File: src/rtl/laser_ctrl_pkg.sv
// constants, register layout and types of the laser driver control logic
// What this block does
// RL1: eq code 00/01/11 gives 1/3/5.5 dB
// RL2: bias code is 9 bits, upper 8 written
// RL3: bias lsb zero at reset, step only
// RL4: bias step signed 5 bits added per write
// RL5: bias above limit loads limit, warns
// RL6: mod code 9 bits, lsb step only
// RL7: mod step signed 5 bits added per write
// RL8: mod above limit loads limit, warns
// RL9: controller adjusts codes by steps after init
// RL10: deemphasis from mode field and level
// RL11: reset clears enable, loads all defaults
// RL12: strap level sets address bits 6:5
// RL13: unmasked hard fault: fault high, outputs off
// RL14: soft fault recorded, outputs stay enabled
// RL15: disable toggle clears fault and status
// RL16: master raises select before clocking, msb first
// RL17: frame is exactly sixteen clock cycles
// RL18: write: master drives sixteen bits, drops select
// RL19: address 15:9, read bit 8, data 7:0
// RL20: read: device drives eight bits on rising
// RL21: select low returns machine to idle
// RL22: mode 00 6%, 01 3%, 10 level, 11 max
// RL23: sample on rising, negative step stops at zero
// RL24: foreign address ignored, line left released
package laser_ctrl_pkg;
  localparam logic [4:0] TX_CONTROL_IDX  = 5'h05;
  localparam logic [4:0] HARD_STATUS_IDX = 5'h06;
  localparam logic [4:0] SOFT_STATUS_IDX = 5'h07;
  localparam logic [4:0] BIAS_CODE_IDX   = 5'h08;
  localparam logic [4:0] MOD_CODE_IDX    = 5'h09;
  localparam logic [4:0] MOD_LIMIT_IDX   = 5'h0a;
  localparam logic [4:0] BIAS_LIMIT_IDX  = 5'h0b;
  localparam logic [4:0] MOD_STEP_IDX    = 5'h0c;
  localparam logic [4:0] BIAS_STEP_IDX   = 5'h0d;
  localparam logic [4:0] MODE_CTRL_IDX   = 5'h0e;
  localparam logic [4:0] FAULT_MASK_IDX  = 5'h0f;
  localparam logic [4:0] DEEMPH_IDX      = 5'h10;
  localparam logic [4:0] EQ_IDX          = 5'h11;

  localparam logic [7:0] TX_CONTROL_RST  = 8'h02;
  localparam logic [7:0] BIAS_CODE_RST   = 8'h04;
  localparam logic [7:0] MOD_CODE_RST    = 8'h04;
  localparam logic [7:0] LIMIT_RST       = 8'hff;
  localparam logic [7:0] DEEMPH_RST      = 8'h00;
  localparam logic [7:0] EQ_RST          = 8'h00;

  localparam int TX_EN_BIT   = 0;
  localparam int TX_POL_BIT  = 1;
  localparam int SOFTRES_BIT = 2;
  localparam int DE_MODE_LSB = 3;
  localparam int BIAS_WARN_BIT = 0;
  localparam int MOD_WARN_BIT  = 1;
  localparam logic [1:0] SOFTRES_GUARD = 2'b10;

  localparam logic [4:0] FRAME_BITS  = 5'd16;
  localparam logic [4:0] HEADER_BITS = 5'd8;
  localparam logic [4:0] READ_LAST   = 5'd15;

  // boost in tenths of a dB
  localparam logic [5:0] EQ_BOOST_00 = 6'd10;
  localparam logic [5:0] EQ_BOOST_01 = 6'd30;
  localparam logic [5:0] EQ_BOOST_11 = 6'd55;

  typedef enum logic [1:0] {
    DE_FIXED6, DE_FIXED3, DE_LEVEL, DE_MAX
  } deemph_sel_t;

  typedef enum logic [1:0] {IDLE, RECV, SEND, HOLD} link_state_t;

  typedef struct packed {
    logic [7:0] txControl;
    logic [7:0] hardStatus;
    logic [7:0] softStatus;
    logic [7:0] biasCode;
    logic       biasLsb;
    logic [7:0] modCode;
    logic       modLsb;
    logic [7:0] modLimit;
    logic [7:0] biasLimit;
    logic [7:0] modStep;
    logic [7:0] biasStep;
    logic [7:0] modeCtrl;
    logic [7:0] faultMask;
    logic [7:0] deemphLevel;
    logic [7:0] eqSelect;
  } regs_t;

  localparam regs_t REGS_RST = '{
    txControl: TX_CONTROL_RST, hardStatus: 8'h00, softStatus: 8'h00,
    biasCode: BIAS_CODE_RST, biasLsb: 1'b0, modCode: MOD_CODE_RST,
    modLsb: 1'b0, modLimit: LIMIT_RST, biasLimit: LIMIT_RST,
    modStep: 8'h00, biasStep: 8'h00, modeCtrl: 8'h00,
    faultMask: 8'h00, deemphLevel: DEEMPH_RST, eqSelect: EQ_RST};

  typedef struct packed {
    logic       chipSel;
    logic       serialClk;
    logic       serialData;
    logic       disableIn;
    logic [1:0] strap;
    logic [7:0] hardFault;
    logic [7:0] softFault;
  } pins_t;
endpackage

File: src/rtl/pin_sync.sv
// two-flop synchroniser for a bundle of asynchronous pins
`timescale 1ns/10ps
`default_nettype none
module pin_sync #(
  parameter int W = 1
) (
  input  wire logic         clock,
  input  wire logic         rstn,
  input  wire logic [W-1:0] d,
  output logic      [W-1:0] q
);
  typedef struct packed {
    logic [W-1:0] first;
    logic [W-1:0] second;
  } sync_t;

  sync_t st;
  sync_t next_st;

  // first stage feeds only the second stage
  always_comb begin
    next_st.first  = d;
    next_st.second = st.first;
  end

  always_ff @(posedge clock) begin
    if (!rstn) begin
      st <= '0;
    end else begin
      st <= next_st;
    end
  end

  assign q = st.second;
endmodule
`default_nettype wire

File: src/rtl/laser_driver_serial_control.sv
// serial slave, current codes, step logic and fault latching
`timescale 1ns/10ps
`default_nettype none
module laser_driver_serial_control (
  input  wire logic                        clock,
  input  wire logic                        rstn,
  input  wire logic                        chipSelLine,
  input  wire logic                        serialClk,
  input  wire logic                        sdaIn,
  output logic                             sdaOut,
  output logic                             sdaOe,
  input  wire logic [1:0]                  addrStrapPin,
  input  wire logic                        disableIn,
  input  wire logic [7:0]                  hardFaultIn,
  input  wire logic [7:0]                  softFaultIn,
  output logic                             faultOut,
  output logic                             laserEnable,
  output logic                             txPolarity,
  output logic [8:0]                       biasDac,
  output logic [8:0]                       modDac,
  output logic [5:0]                       eqBoost,
  output laser_ctrl_pkg::deemph_sel_t      deemphSel,
  output logic [7:0]                       deemphLevel
);
  import laser_ctrl_pkg::*;

  typedef struct packed {
    link_state_t state;
    logic [15:0] shift;
    logic [4:0]  count;
    logic [7:0]  readData;
    logic        driving;
    logic        sclPrev;
    logic        disPrev;
    logic [1:0]  strapWait;
    logic [1:0]  strap;
    logic        fault;
    regs_t       regs;
  } state_t;

  state_t st;
  state_t next_st;
  pins_t  pinRaw;
  pins_t  pin;

  assign pinRaw = '{chipSel: chipSelLine, serialClk: serialClk,
                    serialData: sdaIn, disableIn: disableIn,
                    strap: addrStrapPin, hardFault: hardFaultIn,
                    softFault: softFaultIn};

  pin_sync #(.W($bits(pins_t))) u_sync (
    .clock (clock),
    .rstn  (rstn),
    .d     (pinRaw),
    .q     (pin)
  );

  // returns {warn, code}; negative sums stop at zero, no wrap
  function automatic logic [9:0] applyStep(input logic [7:0] upper,
                                           input logic       lsb,
                                           input logic [4:0] step,
                                           input logic [7:0] limit);
    logic [10:0] sum;
    sum = {2'b00, upper, lsb} + {{6{step[4]}}, step}; // [RL4] [RL7]
    if (sum[10]) begin
      applyStep = 10'h000; // [RL23]
    end else if (sum[9:1] > {1'b0, limit}) begin
      applyStep = {1'b1, limit, 1'b0}; // [RL5] [RL8]
    end else begin
      applyStep = {1'b0, sum[8:0]};
    end
  endfunction

  function automatic logic [7:0] regRead(input regs_t r,
                                         input logic [4:0] idx);
    case (idx)
      TX_CONTROL_IDX:  regRead = r.txControl;
      HARD_STATUS_IDX: regRead = r.hardStatus;
      SOFT_STATUS_IDX: regRead = r.softStatus;
      BIAS_CODE_IDX:   regRead = r.biasCode;
      MOD_CODE_IDX:    regRead = r.modCode;
      MOD_LIMIT_IDX:   regRead = r.modLimit;
      BIAS_LIMIT_IDX:  regRead = r.biasLimit;
      MOD_STEP_IDX:    regRead = {r.modLsb, r.modStep[6:0]};
      BIAS_STEP_IDX:   regRead = {r.biasLsb, r.biasStep[6:0]};
      MODE_CTRL_IDX:   regRead = r.modeCtrl;
      FAULT_MASK_IDX:  regRead = r.faultMask;
      DEEMPH_IDX:      regRead = r.deemphLevel;
      EQ_IDX:          regRead = r.eqSelect;
      default:         regRead = 8'h00;
    endcase
  endfunction

  logic        sclRise;
  logic [15:0] newShift;
  logic        addrHit;
  logic        disToggle;
  logic [7:0]  hardEvents;
  logic [9:0]  stepResult;
  logic [7:0]  wData;
  logic [4:0]  wIdx;
  logic [1:0]  warnSet;

  always_comb begin
    next_st    = st;
    sclRise    = pin.serialClk & ~st.sclPrev;
    newShift   = {st.shift[14:0], pin.serialData}; // [RL23] [RL16]
    addrHit    = (newShift[7:6] == st.strap); // [RL24]
    disToggle  = pin.disableIn ^ st.disPrev;
    hardEvents = pin.hardFault & ~st.regs.faultMask;
    stepResult = 10'h000;
    wData      = st.shift[7:0];
    wIdx       = st.shift[13:9]; // [RL19]
    warnSet    = 2'b00;
    next_st.sclPrev = pin.serialClk;
    next_st.disPrev = pin.disableIn;

    // the synchroniser is cleared by reset, so the strap is only
    // final on the third edge after release
    if (!(&st.strapWait)) begin
      next_st.strap     = pin.strap; // [RL12]
      next_st.strapWait = st.strapWait + 2'd1;
    end

    case (st.state)
      IDLE: begin
        next_st.count   = 5'd0;
        next_st.driving = 1'b0;
        if (pin.chipSel) begin
          next_st.state = RECV;
        end
      end
      RECV: begin
        if (sclRise) begin
          next_st.shift = newShift;
          next_st.count = st.count + 5'd1;
          if (st.count + 5'd1 == HEADER_BITS && newShift[0]) begin
            if (addrHit) begin
              next_st.readData = regRead(st.regs, newShift[5:1]);
              next_st.driving  = 1'b1; // [RL20]
            end
            next_st.state = SEND;
          end else if (st.count + 5'd1 == FRAME_BITS) begin
            next_st.state = HOLD; // [RL17]
          end
        end
      end
      SEND: begin
        if (sclRise) begin
          next_st.count    = st.count + 5'd1;
          next_st.readData = {st.readData[6:0], 1'b0};
          if (st.count == READ_LAST) begin
            next_st.driving = 1'b0;
            next_st.state   = HOLD;
          end
        end
      end
      HOLD: begin
        next_st.driving = 1'b0;
      end
      default: begin
        next_st.state = IDLE;
      end
    endcase

    // a completed write frame to our address takes effect once
    if (st.state == RECV && sclRise && st.count + 5'd1 == FRAME_BITS
        && !newShift[8] && newShift[15:14] == st.strap) begin // [RL18]
      wData = newShift[7:0];
      wIdx  = newShift[13:9];
      case (wIdx)
        TX_CONTROL_IDX: begin
          next_st.regs.txControl = wData;
        end
        BIAS_CODE_IDX: begin
          next_st.regs.biasCode = wData; // [RL2]
        end
        MOD_CODE_IDX: begin
          next_st.regs.modCode = wData; // [RL6]
        end
        MOD_LIMIT_IDX: begin
          next_st.regs.modLimit = wData;
        end
        BIAS_LIMIT_IDX: begin
          next_st.regs.biasLimit = wData;
        end
        MOD_STEP_IDX: begin
          next_st.regs.modStep = wData;
          stepResult = applyStep(st.regs.modCode, st.regs.modLsb,
                                 wData[4:0], st.regs.modLimit);
          next_st.regs.modCode = stepResult[8:1];
          next_st.regs.modLsb  = stepResult[0]; // [RL6]
          if (stepResult[9]) begin
            warnSet[MOD_WARN_BIT] = 1'b1; // [RL8]
          end
        end
        BIAS_STEP_IDX: begin
          next_st.regs.biasStep = wData;
          stepResult = applyStep(st.regs.biasCode, st.regs.biasLsb,
                                 wData[4:0], st.regs.biasLimit);
          next_st.regs.biasCode = stepResult[8:1];
          next_st.regs.biasLsb  = stepResult[0]; // [RL3]
          if (stepResult[9]) begin
            warnSet[BIAS_WARN_BIT] = 1'b1; // [RL5]
          end
        end
        MODE_CTRL_IDX: begin
          next_st.regs.modeCtrl = wData;
        end
        FAULT_MASK_IDX: begin
          next_st.regs.faultMask = wData;
        end
        DEEMPH_IDX: begin
          next_st.regs.deemphLevel = wData;
        end
        EQ_IDX: begin
          next_st.regs.eqSelect = wData;
        end
        default: begin
          next_st.regs = next_st.regs;
        end
      endcase
      // guarded soft reset returns every register to default
      if (wIdx == TX_CONTROL_IDX && wData[SOFTRES_BIT]
          && wData[1:0] == SOFTRES_GUARD) begin
        next_st.regs = REGS_RST;
      end
    end

    // select low ends the cycle from any state
    if (!pin.chipSel) begin
      next_st.state   = IDLE; // [RL21]
      next_st.driving = 1'b0;
    end

    // clear by disable toggle; a fresh fault in the same cycle wins
    if (disToggle) begin
      next_st.regs.hardStatus = 8'h00; // [RL15]
      next_st.regs.softStatus = 8'h00;
      next_st.fault           = 1'b0;
    end
    next_st.regs.hardStatus = next_st.regs.hardStatus | hardEvents; // [RL13]
    // clamp warnings join after the clear so that a set wins
    next_st.regs.softStatus = next_st.regs.softStatus
                            | pin.softFault | {6'h00, warnSet}; // [RL14]
    if (|hardEvents) begin
      next_st.fault = 1'b1; // [RL13]
    end
  end

  always_ff @(posedge clock) begin
    if (!rstn) begin
      st      <= '0;
      st.regs <= REGS_RST; // [RL11] [RL3]
    end else begin
      st <= next_st;
    end
  end

  // open drain: only zeros are driven, ones come from the pull-up
  assign sdaOut      = 1'b0;
  assign sdaOe       = st.driving & ~st.readData[7]; // [RL20] [RL24]
  assign faultOut    = st.fault; // [RL15]
  // soft faults never gate the outputs
  assign laserEnable = st.regs.txControl[TX_EN_BIT] & ~st.fault
                     & ~pin.disableIn; // [RL13] [RL14]
  assign txPolarity  = st.regs.txControl[TX_POL_BIT];
  assign biasDac     = {st.regs.biasCode, st.regs.biasLsb};
  assign modDac      = {st.regs.modCode, st.regs.modLsb};
  assign deemphLevel = st.regs.deemphLevel; // [RL10]

  always_comb begin
    case (st.regs.txControl[DE_MODE_LSB +: 2])
      2'b00:   deemphSel = DE_FIXED6; // [RL22]
      2'b01:   deemphSel = DE_FIXED3;
      2'b10:   deemphSel = DE_LEVEL;
      default: deemphSel = DE_MAX;
    endcase
    // code 10 has no documented boost; it reuses the middle setting
    case (st.regs.eqSelect[1:0])
      2'b00:   eqBoost = EQ_BOOST_00; // [RL1]
      2'b11:   eqBoost = EQ_BOOST_11;
      default: eqBoost = EQ_BOOST_01;
    endcase
  end
endmodule
`default_nettype wire

File: config.mk
export PLATFORM = sky130hd
export DESIGN_NAME = laser_driver_serial_control
export DESIGN_NICKNAME = d
export VERILOG_FILES = /design/src/rtl/laser_ctrl_pkg.sv /design/src/rtl/pin_sync.sv /design/src/rtl/laser_driver_serial_control.sv
export SDC_FILE = /design/constraint.sdc
export NUM_CORES = 1
export LEC_CHECK = 0
export ABC_AREA = 0
export BUFFER_PORTS_ARGS = -buffer_cell sky130_fd_sc_hd__buf_2
export CAP_MARGIN = 5
export CORE_ASPECT_RATIO = 1.2
export CORE_UTILIZATION = 25
export DETAILED_ROUTE_END_ITERATION = 12
export MAX_ROUTING_LAYER = met4
export PLACE_DENSITY = 0.41
export SLEW_MARGIN = 5
export SYNTH_ARGS = -nofsm -noshare
export SYNTH_HDL_FRONTEND = slang
export SYNTH_SLANG_ARGS = --single-unit
File: constraint.sdc
create_clock -name clock -period 9 [get_ports clock]
set_input_delay 1.8 -clock clock [delete_from_list [all_inputs] [get_ports clock]]
set_output_delay 1.8 -clock clock [all_outputs]
set_load 0.02 [all_outputs]
==> results of run 1 <==
[where the power goes]
part / switching (mW) / internal (mW) / leakage [nW]
Sequential: 0.00863 / 0.838 / 1.51
Combinational: 0.0292 / 0.0179 / 2.47
Clock: 0.387 / 0.376 / 0.290
Total: 0.425 / 1.23 / 4.28
[kinds of logic (layout without fill, tap and decap cells)]
group                    Yosys count  count (layout)
AND/OR/NAND/NOR                  421             421
AO/OA/AOI/OAI                    266             266
flip-flops                       186             186
buffers and inverters            133             141
multiplexers                      56              56
adder cells (fa/ha/maj)           46              46
XOR/XNOR                          22              22
other                              2               3
[state kept, by name, summed over array words and instances (netlist names)]
register	cells
faultOut	1
newShift	15
biasDac	9
modDac	9
st	99
u_sync.next_st	22
u_sync.q	22
deemphLevel	8
txPolarity	1
[worst max-delay path by stage]
stage,cells after the start,slack [ns],to,start
detailed placement,15,4.32,biasDac[0],u_sync.q[19]
global placement,15,4.50,biasDac[0],u_sync.q[19]
floorplan,17,4.58,biasDac[0],newShift[1]
finish,15,4.28,biasDac[0],u_sync.q[19]
global route,15,3.97,biasDac[0],u_sync.q[19]
CTS,15,4.30,biasDac[0],u_sync.q[19]
[layer usage]
metal,up-vias,global-route usage
met5,-,-
met4,0,0.07607
met3,53,0.03411
met2,239,0.2599
met1,3736,0.2043
li1,3936,-
[cell type report]
| class | count | share of cell area |
|---|---|---|
| diodes | 1 | 0.0002354 |
| clock buffers | 17 | 0.04001 |
| clock inverters | 15 | 0.01624 |
| inverters | 39 | 0.01389 |
| multi-input cells | 813 | 0.4876 |
| flip-flops and latches | 186 | 0.3502 |
| well taps | 480 | 0.05649 |
| repair buffers | 70 | 0.03531 |
[Yosys cell counts, types with 3 or more instances]
cell	number	area share
dfxtp_1	186	0.39
nor2_1	152	0.060
a21oi_1	96	0.050
nand2_1	96	0.038
and2_1	50	0.033
clkbuf_1	48	0.019
mux2i_1	45	0.047
ha_1	44	0.058
inv_1	39	0.015
o21ai_0	35	0.018
buf_4	31	0.024
a22oi_1	29	0.023
nor2b_1	19	0.012
a221oi_1	16	0.015
nand3_1	16	0.0084
xnor2_1	16	0.015
o211ai_1	14	0.011
a22o_1	13	0.012
nor3_1	12	0.0063
o21a_1	12	0.0094
o22ai_1	11	0.0072
mux2_2	10	0.012
nand4_1	10	0.0065
or4_1	9	0.0071
and3_1	8	0.0052
or3_1	8	0.0052
nand2b_1	7	0.0046
buf_2	6	0.0031
or2_2	6	0.0039
xor2_1	6	0.0055
a211oi_1	5	0.0039
buf_6	5	0.0059
nand3b_1	5	0.0039
a21o_1	4	0.0031
and4_1	4	0.0037
buf_1	4	0.0016
nor3b_1	4	0.0031
or3b_2	4	0.0037
nor4_1	3	0.0020
o21ai_1	3	0.0016
o31a_1	3	0.0027
[through the flow]
step / hold slack (ns) / std cells / utilization / instance area, sq um / setup WS (ns)
2_1_floorplan: 0.4119 / 1132 / - / 9558 / 4.583
3_3_place_gp: 0.4194 / 1588 / 0.2656 / 10030 / 4.504
3_5_place_dp: 0.4169 / 1588 / 0.2656 / 10030 / 4.319
4_1_cts: 0.4353 / 1620 / 0.2814 / 10630 / 4.298
5_1_grt: 0.4535 / 1621 / 0.2815 / 10630 / 3.966
6_report: 0.4341 / 1621 / 0.2815 / 10630 / 4.280
==> flow_metrics.env, run 1 <==
export IMPL_status="complete, no violations"
export IMPL_synth_top_family_by_area="simple AND/OR/NAND/NOR gates"
export IMPL_cp_start_kind="register"
export IMPL_max_freq_mhz=211.8
export IMPL_drt_met1_wl_microns=14030
export IMPL_rr_worst_depth=15
export IMPL_r2r_start="u_sync.q[19]"
export IMPL_synth_ff_type="dfxtp_1"
export IMPL_worstPathMaxFanout=15
export IMPL_setup_tns_final_ns=0
export IMPL_yosys_warnings=0
export IMPL_core_rowCount=78
export IMPL_dp_hpwl_microns=22650
export IMPL_cts_setup_buffers=0
export IMPL_synth_cell_types=71
export IMPL_leakage_nw=4.275
export IMPL_syn_to_final_growth_pct=11.23
export IMPL_worstPathArrival_ns=5.09
export IMPL_hold_depth=1
export IMPL_period_share=0.5245
export IMPL_hold_end="u_sync.q[16]"
export IMPL_multiInputGateArea_sq_um=5184
export IMPL_route_detailed_drc=0
export IMPL_port_buffers=60
export IMPL_drtPass1Iterations=5
export IMPL_die_x_microns=180.5
export IMPL_crit_path_end_kind="register"
export IMPL_detail_route_wl_per_cell_microns=19.05
export IMPL_ant_nets=0
export IMPL_ir_drop_v=0.0001154
export IMPL_p_per_area_nw_per_um2=155.9
export IMPL_grt_max_degree=79
export IMPL_die_area_sq_um=39020
export IMPL_clk_pin_slew_ns=0.08
export IMPL_synth_area_sq_um=9558
export IMPL_grt_pass1_wl_microns=47090
export IMPL_syn_nets=1202
export IMPL_synth_xor_area_frac=0.02016
export IMPL_netlist_instances=1132
export IMPL_fill_cells=4037
export IMPL_nNetsFinal=1197
export IMPL_synth_simple_area_share=0.2164
export IMPL_rsz0062_at_grt="false"
export IMPL_drtIter0Drc=452
export IMPL_synth_avg_cell_area_sq_um=8.443
export IMPL_antenna_found_initial=1
export IMPL_dr_max_layer_used="met4"
export IMPL_setup_viol=0
export IMPL_wl_met3_microns=1579
export IMPL_fin_skew_ns=0.01083
export IMPL_layout_area_seq_sq_um=3724
export IMPL_finalWirelength_microns=30890
export IMPL_htreeDepth=4
export IMPL_final_cell_mix="186 x dfxtp_1, 152 x nor2_1, 96 x nand2_1"
export IMPL_slowest_stage="dfxtp_1"
export IMPL_synthAdderAreaFrac=0.06179
export IMPL_cp_required_ns=9.37
export IMPL_vias=7964
export IMPL_boundaryPins=63
export IMPL_synthMuxAreaShare=0.06126
export IMPL_initial_core_util=0.2531
export IMPL_synth_seq_cells=186
export IMPL_core_sq_um=37770
export IMPL_synth_compound_area_share=0.1809
export IMPL_grt_ovfl_total=0
export IMPL_clockBufferDepth=2
export IMPL_final_common_cell="dfxtp_1"
export IMPL_numCtsBuffers=17
export IMPL_met2_length_microns=14200
export IMPL_ys_async_sr_fraction=0
export IMPL_min_delay_path_class="register to register"
export IMPL_cts_tree="built"
export IMPL_cts_resized_gates=0
export IMPL_hold_buffers=0
export IMPL_cp_top_family="compound AO/OA/AOI/OAI gates"
export IMPL_cp_slowest_stage_delay_ns=0.76
export IMPL_seq_area_frac_synth=0.3896
export IMPL_synth_edff_count=0
export IMPL_min_period_ns=4.720
export IMPL_relSlewSlack=0.2657
export IMPL_path_cells="ha_1 > inv_1 > fa_1 > nor2b_1 > o31a_1 > o21a_1 > a21oi_1 > xnor2_1 > ha_1 > nor2b_1 > a2111oi_1 > o211ai_1 > mux2_2 > or4_1 > a21oi_1"
export IMPL_timing_rr_end="biasDac[0]"
export IMPL_fp_dieH_microns=216.2
export IMPL_hold_start="u_sync.next_st[16]"
export IMPL_final_layout_size_suffix_gt1_frac=0.1158
export IMPL_grt_pass1_vias=7583
export IMPL_cts_sinks=186
export IMPL_grt_usage=0.1658
export IMPL_maxCapViolCount=0
export IMPL_worstSetupPathType="register to register"
export IMPL_drv_slew=0
export IMPL_hold_viol_final=0
export IMPL_clock_latency_ns=0.46
export IMPL_tightestPinTransition_ns=1.093
export IMPL_cts_root_buf="clkbuf_16"
export IMPL_gp_congestion=0.8676
export IMPL_p_total_mw=1.657
export IMPL_routed_via_density=4.913
export IMPL_r2r_slack_ns=4.28
export IMPL_path_buf_inv=1
Note: power is estimated with default switching activity, not from simulation.
==> run 2: changes to the inputs <==
PLACE_DENSITY = 0.42   (was 0.41)
clock period = 4.2 ns   (was 9 ns; I/O delays follow)
==> flow_metrics.env, run 2 (synthesized netlist as in run 1, its figures left out) <==
export IMPL_diodes=0
export IMPL_min_period_ns=3.859
export IMPL_cts_root_buf="clkbuf_16"
export IMPL_relSlewSlack=0.4434
export IMPL_worstPathMaxFanout=6
export IMPL_hold_ws_ns=0.4360
export IMPL_p_total_mw=3.608
export IMPL_max_freq_mhz=259.1
export IMPL_grt_ovfl_total=0
export IMPL_violations="DRC"
export IMPL_grt_pass1_vias=7858
export IMPL_ir_drop_v=0.0002573
export IMPL_maxCapViolCount=0
export IMPL_cp_start_kind="register"
export IMPL_gp_congestion=0.8420
export IMPL_grt_usage=0.1713
export IMPL_drtIter0Drc=625
export IMPL_finalWirelength_microns=31800
export IMPL_htreeDepth=4
export IMPL_multiInputGateArea_sq_um=5191
export IMPL_detail_route_wl_per_cell_microns=19.31
export IMPL_tightestPinTransition_ns=0.8319
export IMPL_p_per_area_nw_per_um2=332.1
export IMPL_fin_ws_ns=0.3409
export IMPL_port_buffers=60
export IMPL_largest_reg_flops=99
export IMPL_cts_sinks=186
export IMPL_setup_tns_final_ns=0
export IMPL_placed_cell_area_sq_um=10210
export IMPL_syn_to_final_growth_pct=13.68
export IMPL_final_cell_mix="186 x dfxtp_1, 152 x nor2_1, 96 x nand2_1, 96 x a21oi_1, 60 x buf_2"
export IMPL_met2_usage=0.2726
export IMPL_hold_viol_final=0
export IMPL_fp_dieH_microns=216.2
export IMPL_clockBufferDepth=2
export IMPL_ant_nets=0
export IMPL_numCtsBuffers=17
export IMPL_drv_slew=0
export IMPL_route_detailed_drc=1
export IMPL_die_x_microns=180.5
export IMPL_pre_cts_slack_ns=0.1911
export IMPL_clock_latency_ns=0.46
export IMPL_clk_pin_slew_ns=0.08
export IMPL_drtPass1Iterations=9
export IMPL_routed_via_density=4.945
export IMPL_final_area_sq_um=10870
export IMPL_grt_busiest_layer="met2"
export IMPL_core_rowCount=78
export IMPL_worstSetupPathType="register to register"
export IMPL_period_share=0.9188
export IMPL_min_delay_path_class="register to register"
export IMPL_layout_area_seq_sq_um=3724
export IMPL_top_register="st"
export IMPL_fin_skew_ns=0.01325
export IMPL_initial_core_util=0.2531
export IMPL_fill_cells=4065
export IMPL_final_layout_size_suffix_gt1_frac=0.1371
export IMPL_grt_pass1_wl_microns=48980
export IMPL_crit_path_end_kind="register"
export IMPL_antenna_found_initial=1
export IMPL_core_sq_um=37770
export IMPL_status="complete, but fails checks"
export IMPL_cp_required_ns=4.54
export IMPL_cts_tree="built"
export IMPL_setup_viol=0
export IMPL_vias=8144
export IMPL_worstPathArrival_ns=4.20
export IMPL_die_area_sq_um=39020
export IMPL_grt_max_degree=110
export IMPL_nNetsFinal=1224
export IMPL_boundaryPins=63
export IMPL_leakage_nw=4.428
export IMPL_dp_hpwl_microns=23500
export IMPL_grt_met1_usage=0.2170
export IMPL_final_common_cell="dfxtp_1"
export IMPL_grtUsageMet3=0.02302
-- run 2: final cells by class --
cell class                 count  share of cell area
clock inverter                15             0.01601
timing repair buffer          97             0.05550
sequential                   186              0.3427
tap                          480             0.05527
clock buffer                  17             0.03915
multi-input combinational    813              0.4778
inverter                      39             0.01359
-- run 2: final timing paths --
path	from	to	slack, ns	cells past startpoint
max reg2reg	modDac[0]	modDac[1]	0.34	16
min	u_sync.next_st[4]	u_sync.q[4]	0.44	1
max	modDac[0]	modDac[1]	0.34	16
min reg2reg	u_sync.next_st[4]	u_sync.q[4]	0.44	1
-- run 2: through the flow --
step	util	instances
6_report	0.2877	1647
5_1_grt	0.2877	1647
4_1_cts	0.2863	1643
3_5_place_dp	0.2704	1611
3_3_place_gp	0.2704	1611
2_1_floorplan	-	1132
-- run 2: critical path, cell delays in order (launching register included) --
cell      delay, ns
dfxtp_1        0.37
ha_1           0.26
inv_1          0.08
fa_1           0.21
nor2b_1        0.07
o31a_1         0.27
or4_1          0.43
a21oi_1        0.17
xnor2_1        0.19
ha_1           0.30
and3_1         0.21
a221oi_2       0.26
o21ai_0        0.17
mux2i_4        0.33
buf_4          0.19
mux2i_1        0.16
o21ai_0        0.08
-- run 2: layer usage --
metal | up-vias | share of wire
li1 | 3992 | -
met1 | 3918 | 0.47
met2 | 190 | 0.46
met3 | 44 | 0.041
met4 | 0 | 0.030
met5 | - | 0
-- run 2: timing repair --
item                                    CTS  global route
gates resized for setup                   0             3
setup buffers                             0             4
hold buffers                              0             0
endpoints found under the setup margin    0            11
-- run 2: where the power goes --
part           internal, mW  total (mW)  switching, mW  leakage (nW)
clock                 0.856        1.69          0.832         0.293
sequential             1.80        1.81         0.0176          1.51
combinational        0.0414       0.107         0.0654          2.62
==> run 3: changes to the inputs <==
PLACE_DENSITY = 0.39   (was 0.42)
==> flow_metrics.env, run 3 (synthesized netlist as in run 1, its figures left out) <==
export IMPL_status="complete, no violations"
export IMPL_port_buffers=60
export IMPL_grt_busiest_layer="met2"
export IMPL_hold_viol_final=0
export IMPL_htreeDepth=4
export IMPL_hold_buffers=0
export IMPL_comb_power_share=0.030
export IMPL_detail_route_wl_per_cell_microns=19.99
export IMPL_fin_skew_ns=0.01387
export IMPL_p_per_area_nw_per_um2=329.0
export IMPL_rsz0062_at_grt="false"
export IMPL_period_share=0.9266
export IMPL_largest_reg_flops=99
export IMPL_syn_to_final_growth_pct=13.16
export IMPL_boundaryPins=63
export IMPL_worstPathArrival_ns=4.25
export IMPL_diodes=0
export IMPL_worstSetupPathType="register to register"
export IMPL_finalWirelength_microns=32870
export IMPL_fin_ws_ns=0.3082
export IMPL_clock_latency_ns=0.45
export IMPL_core_rowCount=78
export IMPL_die_x_microns=180.5
export IMPL_top_register="st"
export IMPL_met2_usage=0.2885
export IMPL_grt_met1_usage=0.2241
export IMPL_cts_sinks=186
export IMPL_grtUsageMet3=0.02571
export IMPL_antenna_found_initial=1
export IMPL_max_freq_mhz=257.0
export IMPL_hold_ws_ns=0.4314
export IMPL_drtIter0Drc=580
export IMPL_drv_slew=0
export IMPL_dp_hpwl_microns=24230
export IMPL_cp_start_kind="register"
export IMPL_final_cell_mix="186 x dfxtp_1, 152 x nor2_1, 96 x nand2_1, 96 x a21oi_1, 60 x buf_2"
export IMPL_setup_viol=0
export IMPL_route_detailed_drc=0
export IMPL_min_period_ns=3.892
export IMPL_setup_tns_final_ns=0
export IMPL_routed_via_density=4.891
export IMPL_numCtsBuffers=17
export IMPL_intPower_mw=2.679
export IMPL_core_sq_um=37770
export IMPL_grt_pass1_vias=7779
export IMPL_leakage_nw=4.402
export IMPL_fp_dieH_microns=216.2
export IMPL_grt_max_degree=75
export IMPL_cts_tree="built"
export IMPL_die_area_sq_um=39020
export IMPL_gp_congestion=0.8477
export IMPL_nNetsFinal=1221
export IMPL_drtPass1Iterations=5
export IMPL_grt_ovfl_total=0
export IMPL_min_delay_path_class="register to register"
export IMPL_cts_root_buf="clkbuf_16"
export IMPL_clockBufferDepth=2
export IMPL_cp_required_ns=4.56
export IMPL_relSlewSlack=0.3603
export IMPL_grt_pass1_wl_microns=50240
export IMPL_r2r_slack_ns=0.31
export IMPL_pwr_share_clk=0.460
export IMPL_final_layout_size_suffix_gt1_frac=0.1340
export IMPL_worstPathMaxFanout=5
export IMPL_ir_drop_v=0.0002775
export IMPL_maxCapViolCount=0
export IMPL_p_total_mw=3.559
export IMPL_grt_usage=0.1766
export IMPL_final_common_cell="dfxtp_1"
export IMPL_crit_path_end_kind="register"
export IMPL_power_switching_mw=0.8796
export IMPL_tightestPinTransition_ns=0.9522
export IMPL_seq_power_share=0.510
export IMPL_switching_share=0.2472
export IMPL_vias=8041
export IMPL_clk_pin_slew_ns=0.08
export IMPL_pre_cts_slack_ns=0.1587
export IMPL_fill_cells=4084
export IMPL_ant_nets=0
export IMPL_initial_core_util=0.2531
[run 3: cell types whose count changed in the layout (fill, tap and decap cells not counted), sizes merged]
cell	before	now
inv	48	47
clkinv	4	5
buf	97	94
[run 3: worst paths after layout]
check                      end                from  cells past startpoint
setup reg to reg    biasDac[0]        u_sync.q[19]                     15
hold / removal    u_sync.q[20]  u_sync.next_st[20]                      1
hold reg to reg   u_sync.q[20]  u_sync.next_st[20]                      1
setup / recovery    biasDac[0]        u_sync.q[19]                     15
[run 3: worst max-delay path, stage by stage, from the launching register on]
cell and delay [ns]:
dfxtp_1 0.44, ha_1 0.21, inv_1 0.06, fa_1 0.41
nor2b_1 0.16, o31a_1 0.17, o21a_1 0.16, a21oi_1 0.08
xnor2_1 0.20, ha_1 0.29, nor2b_1 0.15, a2111oi_2 0.37
o211ai_1 0.14, mux2_2 0.30, or4_1 0.52, a21oi_1 0.14
[run 3: cell type report]
type | count | area [sq um] | share of cell area
Multi-Input combinational cell | 813 | 5185 | 0.4794
Sequential cell | 186 | 3724 | 0.3443
Tap cell | 480 | 600.6 | 0.05553
Timing Repair Buffer | 94 | 580.6 | 0.05368
Clock buffer | 17 | 425.4 | 0.03933
Clock inverter | 15 | 152.6 | 0.01411
Inverter | 39 | 147.6 | 0.01365
[run 3: layer usage]
| layer | up-vias | wire length (microns) |
|---|---|---|
| li1 | 3972 | - |
| met1 | 3845 | 15380 |
| met2 | 195 | 15730 |
| met3 | 29 | 1097 |
| met4 | 0 | 665 |
| met5 | - | 0 |
[run 3: repair_timing]
item,CTS,global route
endpoints found under the hold margin,0,0
gates resized for setup,0,1
endpoints found under the setup margin,0,12
buffers inserted,0,1
[run 3: power by group through the flow]
stage	registers (mW)	logic, mW	clock network, mW
global route	1.82	0.124	1.76
CTS	1.81	0.111	1.68
detailed placement	1.86	0.110	0
floorplan	1.85	0.0732	0
global placement	1.86	0.109	0
finish	1.81	0.107	1.64
[run 3: through the flow]
| stage | cells | util | area, sq um |
|---|---|---|---|
| after floorplan | 1132 | - | 9560 |
| after global placement | 1611 | 0.2704 | 10210 |
| after detailed placement | 1611 | 0.2704 | 10210 |
| after CTS | 1643 | 0.2857 | 10790 |
| after global routing | 1644 | 0.2864 | 10820 |
| final | 1644 | 0.2864 | 10820 |
